===== config.mk =====
export PLATFORM = sky130hd
export DESIGN_NAME = fsf_slave
export DESIGN_NICKNAME = d
export VERILOG_FILES = /design/src/design/fsf_pkg.sv /design/src/design/fsf_stream_if.sv /design/src/design/fsf_fifo.sv /design/src/design/fsf_slave.sv
export SDC_FILE = /design/constraint.sdc
export NUM_CORES = 1
export LEC_CHECK = 0
export ABC_AREA = 1
export ABC_CLOCK_PERIOD_IN_PS = 4900
export BUFFER_PORTS_ARGS = -buffer_cell sky130_fd_sc_hd__buf_2
export CORE_AREA = 2 2 163 165
export DETAILED_ROUTE_END_ITERATION = 7
export DIE_AREA = 0 0 165 167
export SYNTH_ARGS = -nofsm -noshare
export SYNTH_HDL_FRONTEND = slang
export SYNTH_SLANG_ARGS = --single-unit

===== constraint.sdc =====
create_clock -name ref_clk -period 4.9 [get_ports ref_clk]
set_input_delay 0.49 -clock ref_clk [delete_from_list [all_inputs] [get_ports ref_clk]]
set_output_delay 0.49 -clock ref_clk [all_outputs]
set_load 0.1 [all_outputs]

===== src/design/fsf_pkg.sv =====
// package of the fieldbus slave freeze/hold process-image block
// assumes a single 50 MHz clock domain, no software register access
package fsf_pkg;

	// ****************************************************************
	// sizes and ranges
	// ****************************************************************
	localparam int          IN_W      = 8;
	localparam int          OUT_W     = 8;
	localparam int          GRP_W     = 8;
	localparam int          DIAG_W    = 8;
	localparam int          FIFO_DEP  = 16;
	localparam logic [6:0]  ADDR_MIN  = 7'h01;
	localparam logic [6:0]  ADDR_MAX  = 7'h7d;

	// ****************************************************************
	// reset values
	// ****************************************************************
	localparam logic        FRZ_RST   = 1'b0;
	localparam logic        HOLD_RST  = 1'b0;

	// ****************************************************************
	// group control command codes
	// ****************************************************************
	typedef enum logic [2:0] {
		FSF_CMD_NONE     = 3'b000,
		FSF_CMD_FREEZE   = 3'b001,
		FSF_CMD_UNFREEZE = 3'b010,
		FSF_CMD_HOLD     = 3'b011,
		FSF_CMD_RELEASE  = 3'b100
	} fsf_cmd_t;

	// ****************************************************************
	// reply state machine
	// ****************************************************************
	typedef enum logic [1:0] {
		FSF_ST_IDLE  = 2'b00,
		FSF_ST_REPLY = 2'b01
	} fsf_state_t;

endpackage : fsf_pkg


===== src/design/fsf_stream_if.sv =====
// valid/ready stream carrier between the top and its fifo
// assumes both ends on the same clock
interface fsf_stream_if #(
	parameter int W = 8
);
	logic         valid;
	logic         ready;
	logic [W-1:0] data;

	modport src (output valid, output data, input ready);
	modport snk (input valid, input data, output ready);
endinterface : fsf_stream_if


===== src/design/fsf_fifo.sv =====
// synchronous fifo with valid/ready on both sides
// assumes one clock, asynchronous active-high reset
module fsf_fifo #(
	parameter int W   = 8,
	parameter int DEP = 16
) (
	input  wire logic ref_clk,
	input  wire logic rst,
	fsf_stream_if.snk wr,
	fsf_stream_if.src rd
);
	localparam int AW = $clog2(DEP);

	logic [W-1:0] mem [DEP];
	logic [AW-1:0] wp_reg;
	logic [AW-1:0] rp_reg;
	logic [AW:0]   cnt_reg;
	logic          push;
	logic          pop;

	// full only at DEP words; the count is one bit wider than the pointers
	assign wr.ready = cnt_reg < (AW+1)'(DEP);
	assign rd.valid = cnt_reg != '0;
	assign rd.data  = mem[rp_reg];
	assign push     = wr.valid && wr.ready;
	assign pop      = rd.valid && rd.ready;

	// storage, no reset needed on data
	always_ff @(posedge ref_clk) begin
		if (push) begin
			mem[wp_reg] <= wr.data;
		end
	end

	// pointers and count
	always_ff @(posedge ref_clk or posedge rst) begin
		if (rst) begin
			wp_reg  <= '0;
			rp_reg  <= '0;
			cnt_reg <= '0;
		end else begin
			if (push) begin
				wp_reg <= (wp_reg == AW'(DEP - 1)) ? '0 : wp_reg + 1'b1;
			end
			if (pop) begin
				rp_reg <= (rp_reg == AW'(DEP - 1)) ? '0 : rp_reg + 1'b1;
			end
			cnt_reg <= cnt_reg + (AW+1)'(push) - (AW+1)'(pop);
		end
	end
endmodule : fsf_fifo


===== src/design/fsf_slave.sv =====
// process-image control of a fieldbus slave: freeze, hold, diagnostics
// assumes a frame decoder upstream delivers commands and output words
// synchronous to ref_clk, and a transmitter downstream takes replies
//
// Overview of operation
// - freeze command latches all inputs; cyclic replies carry the snapshot
// - repeated freeze while frozen re-latches the present inputs
// - unfreeze command returns replies to live input values
// - after hold, new output data is stored, pins stay unchanged
// - each new hold drives pins with latest stored data
// - release command resumes per-frame output updates
// - diagnostic interrupt on fault appearing and clearing, if enabled; event pulse always
// - diagnostic events also shown in pollable station bits
// - station address must be 1 to 125, never 0
// - works at any bus bit rate 9.6 kbps to 12 Mbps
// - reply only to a master request, never start on own
// - acyclic transfers supported besides cyclic exchange
module fsf_slave #(
	parameter int IN_W  = fsf_pkg::IN_W,
	parameter int OUT_W = fsf_pkg::OUT_W,
	parameter int GRP_W = fsf_pkg::GRP_W,
	parameter int DW    = fsf_pkg::DIAG_W,
	parameter int DEP   = fsf_pkg::FIFO_DEP
) (
	input  wire logic             ref_clk,
	input  wire logic             rst,
	input  wire logic [6:0]       station_addr,
	input  wire logic [GRP_W-1:0] group_assign,
	input  wire logic             cmd_valid,
	input  wire logic [2:0]       cmd_code,
	input  wire logic [GRP_W-1:0] cmd_groups,
	input  wire logic             out_valid,
	input  wire logic [OUT_W-1:0] out_data,
	output logic                  out_ready,
	input  wire logic             req_valid,
	input  wire logic [6:0]       req_addr,
	input  wire logic             req_acyclic,
	input  wire logic [IN_W-1:0]  acyc_data,
	output logic                  rsp_valid,
	output logic [IN_W-1:0]       rsp_data,
	output logic                  rsp_acyclic,
	input  wire logic             rsp_ready,
	input  wire logic [IN_W-1:0]  in_pins,
	output logic [OUT_W-1:0]      out_pins,
	input  wire logic [DW-1:0]    fault_in,
	input  wire logic             diag_int_en,
	output logic                  diag_int,
	output logic [DW-1:0]         diag_status,
	output logic                  diag_event,
	output logic                  frozen,
	output logic                  held,
	output logic                  addr_ok
);

	// ****************************************************************
	// declarations
	// ****************************************************************
	fsf_stream_if #(.W(OUT_W)) fifo_in ();
	fsf_stream_if #(.W(OUT_W)) fifo_out ();

	fsf_pkg::fsf_state_t st_reg;
	fsf_pkg::fsf_cmd_t   cmd;
	logic                frz_reg;
	logic                hold_reg;
	logic [IN_W-1:0]     snap_reg;
	logic [OUT_W-1:0]    stored_reg;
	logic [OUT_W-1:0]    pins_reg;
	logic [DW-1:0]       fault_reg;
	logic [DW-1:0]       dstat_reg;
	logic                dint_reg;
	logic                devt_reg;
	logic [IN_W-1:0]     rdata_reg;
	logic                racyc_reg;
	logic                grp_hit;
	logic                fault_chg;
	logic                frz_take;
	logic                unfrz_take;
	logic                hold_take;
	logic                rel_take;
	logic                poll_take;

	// ****************************************************************
	// helpers
	// ****************************************************************
	// legal station address window
	function automatic logic addr_legal(input logic [6:0] a);
		return (a >= fsf_pkg::ADDR_MIN) && (a <= fsf_pkg::ADDR_MAX);
	endfunction : addr_legal

	// group command of one kind that selects one of our groups
	function automatic logic cmd_take(
		input logic              v,
		input logic              h,
		input fsf_pkg::fsf_cmd_t got,
		input fsf_pkg::fsf_cmd_t want
	);
		return v && h && (got == want);
	endfunction : cmd_take

	assign grp_hit   = |(cmd_groups & group_assign);
	assign cmd       = fsf_pkg::fsf_cmd_t'(cmd_code);
	assign addr_ok   = addr_legal(station_addr);
	assign fault_chg = fault_in != fault_reg;

	// only group commands steer freeze and hold
	// one strobe per command; unknown codes decode to none, so a
	// corrupted command byte leaves freeze and hold state untouched
	assign frz_take   = cmd_take(cmd_valid, grp_hit, cmd,
		fsf_pkg::FSF_CMD_FREEZE);
	assign unfrz_take = cmd_take(cmd_valid, grp_hit, cmd,
		fsf_pkg::FSF_CMD_UNFREEZE);
	assign hold_take  = cmd_take(cmd_valid, grp_hit, cmd,
		fsf_pkg::FSF_CMD_HOLD);
	assign rel_take   = cmd_take(cmd_valid, grp_hit, cmd,
		fsf_pkg::FSF_CMD_RELEASE);

	// a poll is taken only when idle and addressed to us
	assign poll_take  = req_valid && addr_ok && (req_addr == station_addr)
		&& (st_reg == fsf_pkg::FSF_ST_IDLE);

	// ****************************************************************
	// output data path through the fifo
	// ****************************************************************
	// upstream back-pressure reaches the frame decoder
	assign fifo_in.valid = out_valid;
	assign fifo_in.data  = out_data;
	assign out_ready     = fifo_in.ready;
	// always drained; never stalls, not even while a hold command lands
	assign fifo_out.ready = 1'b1;

	fsf_fifo #(
		.W   (OUT_W),
		.DEP (DEP)
	) u_fifo (
		.ref_clk (ref_clk),
		.rst     (rst),
		.wr      (fifo_in),
		.rd      (fifo_out)
	);

	// ****************************************************************
	// freeze state and input snapshot
	// ****************************************************************
	// reset unfrozen
	always_ff @(posedge ref_clk or posedge rst) begin
		if (rst) begin
			frz_reg <= fsf_pkg::FRZ_RST;
		end else if (frz_take) begin
			frz_reg <= 1'b1;
		end else if (unfrz_take) begin
			frz_reg <= 1'b0;
		end
	end

	// input snapshot; a repeat freeze overwrites the old picture
	always_ff @(posedge ref_clk or posedge rst) begin
		if (rst) begin
			snap_reg <= '0;
		end else if (frz_take) begin
			snap_reg <= in_pins;
		end
	end

	// ****************************************************************
	// hold state and output pins
	// ****************************************************************
	// reset unheld
	always_ff @(posedge ref_clk or posedge rst) begin
		if (rst) begin
			hold_reg <= fsf_pkg::HOLD_RST;
		end else if (hold_take) begin
			hold_reg <= 1'b1;
		end else if (rel_take) begin
			hold_reg <= 1'b0;
		end
	end

	// latest output word, kept even while held
	always_ff @(posedge ref_clk or posedge rst) begin
		if (rst) begin
			stored_reg <= '0;
		end else if (fifo_out.valid) begin
			stored_reg <= fifo_out.data;
		end
	end

	// physical outputs; a hold landing with a word in flight sees the
	// word already stored one cycle earlier, a known one-cycle skew
	always_ff @(posedge ref_clk or posedge rst) begin
		if (rst) begin
			pins_reg <= '0;
		end else if (hold_take) begin
			pins_reg <= stored_reg;
		end else if (!hold_reg && fifo_out.valid) begin
			pins_reg <= fifo_out.data;
		end
	end

	// ****************************************************************
	// diagnostics
	// ****************************************************************
	// previous fault levels for change detection
	always_ff @(posedge ref_clk or posedge rst) begin
		if (rst) begin
			fault_reg <= '0;
		end else begin
			fault_reg <= fault_in;
		end
	end

	// event pulse on fault set or clear, enabled or not
	always_ff @(posedge ref_clk or posedge rst) begin
		if (rst) begin
			devt_reg <= 1'b0;
		end else begin
			devt_reg <= fault_chg;
		end
	end

	// interrupt pulse only while enabled; an event seen while
	// masked is not replayed later, the station bits keep it instead
	always_ff @(posedge ref_clk or posedge rst) begin
		if (rst) begin
			dint_reg <= 1'b0;
		end else begin
			dint_reg <= fault_chg && diag_int_en;
		end
	end

	// station bits, cleared by read reply; set wins
	always_ff @(posedge ref_clk or posedge rst) begin
		if (rst) begin
			dstat_reg <= '0;
		end else begin
			dstat_reg <= (fault_in ^ fault_reg) | fault_in
				| (rsp_valid && rsp_ready ? '0 : dstat_reg);
		end
	end

	// ****************************************************************
	// reply engine
	// ****************************************************************
	// rate-agnostic, frame layer upstream
	always_ff @(posedge ref_clk or posedge rst) begin
		if (rst) begin
			st_reg <= fsf_pkg::FSF_ST_IDLE;
		end else begin
			unique case (st_reg)
				fsf_pkg::FSF_ST_IDLE: begin
					if (poll_take) begin
						st_reg <= fsf_pkg::FSF_ST_REPLY;
					end
				end
				fsf_pkg::FSF_ST_REPLY: begin
					// reply stands until the transmitter takes it
					if (rsp_ready) begin
						st_reg <= fsf_pkg::FSF_ST_IDLE;
					end
				end
				default: begin
					// unused codes fall back to idle, never a stray reply
					st_reg <= fsf_pkg::FSF_ST_IDLE;
				end
			endcase
		end
	end

	// reply contents captured at the poll, stable while the reply stands
	always_ff @(posedge ref_clk or posedge rst) begin
		if (rst) begin
			rdata_reg <= '0;
			racyc_reg <= 1'b0;
		end else if (poll_take) begin
			racyc_reg <= req_acyclic;
			if (req_acyclic) begin
				rdata_reg <= acyc_data;
			end else begin
				rdata_reg <= frz_reg ? snap_reg : in_pins;
			end
		end
	end

	assign rsp_valid   = st_reg == fsf_pkg::FSF_ST_REPLY;
	assign rsp_data    = rdata_reg;
	assign rsp_acyclic = racyc_reg;
	assign out_pins    = pins_reg;
	assign diag_int    = dint_reg;
	assign diag_event  = devt_reg;
	assign diag_status = dstat_reg;
	assign frozen      = frz_reg;
	assign held        = hold_reg;

endmodule : fsf_slave


==> results_dict.tcl, run 1 <==
set metrics [dict create \
    status "finished clean" \
    max_freq_mhz 390.3 \
    synth_mux_area_share_pct 0 \
    place_congestion 0.8012 \
    synthSimpleGateAreaFrac_pct 23.31 \
    dp.final_hpwl_mm 12.52 \
    hold_buffers 0 \
    clock_skew_ns 0.01622 \
    cap_violations 0 \
    cts_setup_buffers 0 \
    period_needed_ns 2.562 \
    cts_num_sinks 195 \
    setup_viol 0 \
    worstSetupPathType "flip-flop to flip-flop" \
    grt_pass1_wl_mm 30.71 \
    core_um2 25760 \
    synth_top_family_by_area "simple AND/OR/NAND/NOR gates" \
    ant_nets 0 \
    cts_tree "done" \
    grt_pass1_vias 6139 \
    synth_cells 946 \
    ys_ff_latch 195 \
    clk-insertion-delay-late_ns 0.43 \
    tns_ns 0 \
    die-width_um 165 \
    via_per_inst 4.552 \
    grt_use_total_pct 14.20 \
    largest_register "u_fifo.mem" \
    rsz0062_at_grt "no" \
    cp_slowest_stage_delay_ns 0.40 \
    start_util_pct 34.50 \
    areaGrowthSynthToFinish_pct 15.74 \
    critPathBufInv 4 \
    drtPass1Iterations 5 \
    nets 1139 \
    drt-total-wl_mm 19.01 \
    drive_above_1_share_pct 14.73 \
    critical-path-top-delay-family "adder cells" \
    crit_fanout 16 \
    netlist_area_um2 8889 \
    cp.required_ns 5.25 \
    relSlewSlack_pct 24.77 \
    numCtsBuffers 17 \
    synth_cell_type_count 30 \
    largest_register_ffs 128 \
    cts_resized 0 \
    finalPower_uw 5495 \
    p_per_area_nw_per_um2 534.1 \
    hp-class "primary input to flip-flop" \
    dr.first_iter.drc_count 446 \
    crit_path_frequent_cell "inv_1" \
    fin_crit_sh_pct 52.29 \
    ff2ff_path_depth 12 \
    layout_commonest_cell "nand2_1" \
    grt_max_degree 68 \
    cts.clk_slew.worst_paths_ns 0.08 \
    cp-end-kind "flip-flop" \
    synth_xor_area_share_pct 0.7883 \
    num_antenna_cells 0 \
    ios 105 \
    io_buffer_count 104 \
    die_y_um 167 \
    grt_antenna_before_repair 0 \
    drc 0 \
    final_hold_viol_count 0 \
    cts_buffer_depth 2 \
    drv_slew 0 \
    die-area_um2 27560 \
    synth-seq-area-share_pct 62.11 \
    final_cell_mix "nand2_1 (321), inv_1 (139), edfxtp_1 (128)" \
    worst_pin_slew_ns 1.127 \
    path_depth 12 \
    cellLeakagePower_uw 0.004836 \
    start_kind "flip-flop" \
    slowest_stage "ha_1" \
    cts_root_buffer "clkbuf_16" \
    ir_drop_mv 0.4854 \
    rows 59 \
    synthAdderAreaFrac_pct 2.900 \
    synth_compound_area_share_pct 2.590 \
    cp_cell_sequence "inv_1 > ha_1 > inv_1 > nor2_1 > nand2_1 > ha_1 > inv_1 > ha_1 > inv_1 > fa_1 > o21ai_0 > xor2_1" \
    via_count 6345 \
    syn_nets 1039 \
    hold_path_depth 1 \
    crit_arrival_ns 2.91 \
    synth_area_per_cell_um2 9.396 \
    yosysWarnings 0 \
    cts_max_level 4 \
    overflow 0 \
    wl_per_cell_um 13.63 \
]
-- logic make-up after synthesis --
family / after synthesis
AO/OA/AOI/OAI: 42
XOR/XNOR: 8
adder cells (fa/ha/maj): 20
buffers and inverters: 178
flip-flops: 195
AND/OR/NAND/NOR: 503
-- area by class of cell --
cell class	count	area, um^2
Inverter	150	563.0
Fill cell	2510	15480
Multi-Input combinational cell	573	2635
Timing Repair Buffer	109	558.0
Clock inverter	14	161.4
Sequential cell	195	5522
Clock buffer	18	429.2
Tap cell	335	419.2
-- power by group --
group          internal, uW  leakage (uW)  total, uW  switching, uW
logic                   526       0.00261       2000           1470
registers              1990       0.00194       2140            152
clock network           684      0.000282       1360            672
-- cell usage after synthesis --
cell type,n,share of area (%)
o31ai_1,5,0.42
buf_6,4,0.51
o21ai_1,10,0.56
nand4_1,3,0.21
nand2_4,1,0.13
nand3_1,103,5.8
edfxtp_1,128,43
o22ai_1,1,0.070
dfrtp_1,67,19
nor3_1,6,0.34
xnor2_1,2,0.20
fa_1,1,0.23
o21ai_0,21,1.2
clkinv_1,3,0.13
clkbuf_1,4,0.17
nor2_1,62,2.6
nor2_4,3,0.38
inv_1,140,5.9
ha_1,19,2.7
buf_4,6,0.51
o211ai_1,1,0.084
or2_2,2,0.14
buf_2,14,0.79
a21boi_0,1,0.084
a21oi_1,2,0.11
inv_2,7,0.30
a31oi_1,1,0.070
xor2_1,6,0.59
nor4_1,2,0.14
nand2_1,321,14
-- per-stage QoR --
step	hold WS (ns)	instances	instance area, um^2	worst slack [ns]	utilization (%)
final	0.1795	1394	10290	2.338	39.93
after floorplan	0.4426	946	8889	2.419	-
after detailed placement	0.4573	1362	9697	2.343	37.64
after CTS	0.1632	1394	10290	2.321	39.93
after global routing	0.1646	1394	10290	2.128	39.93
after global placement	0.4517	1362	9697	2.374	37.64
-- routing by layer --
metal | global-route usage, % | part of all wire [%] | up-vias
met5 | 0 | 0 | -
met4 | 3.403 | 0.86 | 0
met3 | 2.964 | 4.8 | 10
met2 | 24.08 | 48 | 131
met1 | 18.56 | 46 | 2998
li1 | - | - | 3206
-- path summary, 6_finish.rpt --
| kind | start | to | slack, ns |
|---|---|---|---|
| max | u_fifo.cnt_reg[2] | u_fifo.cnt_reg[4] | 2.34 |
| min | fault_in[2] | fault_reg[2] | 0.18 |
| max reg2reg | u_fifo.cnt_reg[2] | u_fifo.cnt_reg[4] | 2.34 |
| min reg2reg | diag_status[4] | diag_status[4] | 0.47 |
| max in group asynchronous | rst | u_fifo.rp_reg[0] | 4.00 |
| min in group asynchronous | rst | diag_status[0] | 0.30 |
Note: power is estimated with default switching activity, not from simulation.
==> inputs of run 2 (changes only) <==
--- a/config.mk
+++ b/config.mk
@@ -6,7 +6,7 @@
 export NUM_CORES = 1
 export LEC_CHECK = 0
 export ABC_AREA = 1
-export ABC_CLOCK_PERIOD_IN_PS = 4900
+export ABC_CLOCK_PERIOD_IN_PS = 2620
 export BUFFER_PORTS_ARGS = -buffer_cell sky130_fd_sc_hd__buf_2
 export CORE_AREA = 2 2 163 165
 export DETAILED_ROUTE_END_ITERATION = 7
==> constraint.sdc (replaced) <==
create_clock -name ref_clk -period 2.62 [get_ports ref_clk]
set_input_delay 0.262 -clock ref_clk [delete_from_list [all_inputs] [get_ports ref_clk]]
set_output_delay 0.262 -clock ref_clk [all_outputs]
set_load 0.1 [all_outputs]
==> run 2 against run 1 <==
Register-to-register slack got worse by 1.9 ns. Clock power grew 82%. Design area up 1.1%.
==> results_dict.tcl, run 2 (synthesized netlist as in run 1, its figures left out) <==
set metrics [dict create \
    cap_violations 0 \
    finalNonFillerCells 1410 \
    drt-total-wl_mm 19.44 \
    via_per_inst 4.461 \
    ir_drop_mv 0.7219 \
    relSlewSlack_pct 49.34 \
    drtPass1Iterations 5 \
    cts_buffer_depth 2 \
    fin_crit_sh_pct 84.04 \
    cts.clk_slew.worst_paths_ns 0.08 \
    cts_tree "done" \
    largest_register "u_fifo.mem" \
    busiest_layer "met2" \
    internal_power_uw 6030 \
    grt_pass1_vias 6085 \
    num_antenna_cells 0 \
    grt_use_met1_pct 19.26 \
    critPathLaunch "u_fifo.cnt_reg[3]" \
    worst_pin_slew_ns 0.7571 \
    setup_viol 0 \
    place_congestion 0.7928 \
    cts_setup_buffers 0 \
    pwr-share-comb_pct 37.4 \
    ant_nets 0 \
    rr_startpoint "u_fifo.cnt_reg[3]" \
    cts_max_level 4 \
    crit_fanout 2 \
    cts_root_buffer "clkbuf_16" \
    numCtsBuffers 17 \
    wl_per_cell_um 13.79 \
    die_y_um 167 \
    die-area_um2 27560 \
    core_um2 25760 \
    drc 0 \
    worst_hold_startpoint "rsp_ready" \
    clock_skew_ns 0.009601 \
    overflow 0 \
    start_kind "flip-flop" \
    drv_slew 0 \
    period_needed_ns 2.202 \
    p_switching_uw 4266 \
    grt_pass1_wl_mm 31.17 \
    hp-class "primary input to flip-flop" \
    layout_commonest_cell "nand2_1" \
    grt_use_total_pct 14.66 \
    dp_cells 1369 \
    p_sw_share_pct 41.43 \
    grt_antenna_before_repair 0 \
    crit_arrival_ns 2.55 \
    io_buffer_count 104 \
    largest_register_ffs 128 \
    power_frac_seq_pct 38.5 \
    dp.final_hpwl_mm 13.11 \
    start_util_pct 34.50 \
    die-width_um 165 \
    rows 59 \
    nets 1155 \
    via_count 6290 \
    worstSetupPathType "flip-flop to flip-flop" \
    cp-end-kind "flip-flop" \
    clock_power_share_pct 24.1 \
    drive_above_1_share_pct 15.16 \
    final_hold_viol_count 0 \
    rsz0062_at_grt "no" \
    max_freq_mhz 454.2 \
    grt_max_degree 38 \
    final_cell_mix "nand2_1 (321), inv_1 (139), edfxtp_1 (128)" \
    clk-insertion-delay-late_ns 0.43 \
    tns_ns 0 \
    cts_num_sinks 195 \
    status "finished clean" \
    met2_usage_pct 24.53 \
    p_per_area_nw_per_um2 989.7 \
    cellLeakagePower_uw 0.004911 \
    dr.first_iter.drc_count 533 \
    cp.required_ns 2.97 \
    areaGrowthSynthToFinish_pct 17.03 \
    ios 105 \
    grt_use_met3_pct 2.690 \
]
-- run 2: critical path: stages (launching register included) --
cell and delay, ns:
dfrtp_1 0.39, inv_1 0.08, ha_1 0.14, inv_1 0.03, nor2_1 0.08, nand2_1 0.08
ha_1 0.27, inv_1 0.06, ha_1 0.16, inv_1 0.05, fa_1 0.40, o21ai_0 0.23
xor2_1 0.16
-- run 2: metal layers --
metal | part of all wire (%) | vias up
met5 | 0 | -
met2 | 48 | 117
met3 | 3.6 | 17
met1 | 47 | 2917
met4 | 1.3 | 0
li1 | - | 3239
-- run 2: final timing paths --
path                                endpoint  slack [ns]  cells after the start
max in group asynchronous               held        1.54                      4
hold / removal                     st_reg[0]        0.02                      2
setup / recovery           u_fifo.cnt_reg[4]        0.42                     12
min in group asynchronous     diag_status[0]        0.36                      3
setup reg to reg           u_fifo.cnt_reg[4]        0.42                     12
hold reg to reg               diag_status[6]        0.46                      2
-- run 2: cell type report --
cell class	instances	area (um^2)
clock buffers	18	439.2
clock inverters	14	116.4
fillers	2528	15360
inverters	150	563.0
multi-input cells	573	2630
flip-flops and latches	195	5522
well taps	335	419.2
repair buffers	125	713.2
-- run 2: per-stage QoR --
step	total power [uW]	setup slack, ns	util, %	cell area [um^2]	hold slack (ns)
4_1_cts	10410	0.3932	40.38	10400	0.005340
3_3_place_gp	7860	0.4707	37.87	9757	0.2713
3_5_place_dp	7912	0.4167	37.87	9757	0.2804
2_1_floorplan	6980	0.1391	-	8889	0.2934
5_1_grt	11010	0.1270	40.38	10400	0.009057
6_report	10300	0.4182	40.38	10400	0.02321
-- run 2: power groups by stage --
stage	logic, uW	registers, uW	clock network, uW
floorplan	2340	4640	0
global placement	3840	4020	0
detailed placement	3880	4030	0
CTS	3900	3970	2540
global route	4340	4020	2650
finish	3850	3970	2480
-- run 2: timing repair --
action / in CTS / in global routing
resized for setup: 0 / 0
hold endpoints to repair: 25 / 0
hold buffers: 9 / 0
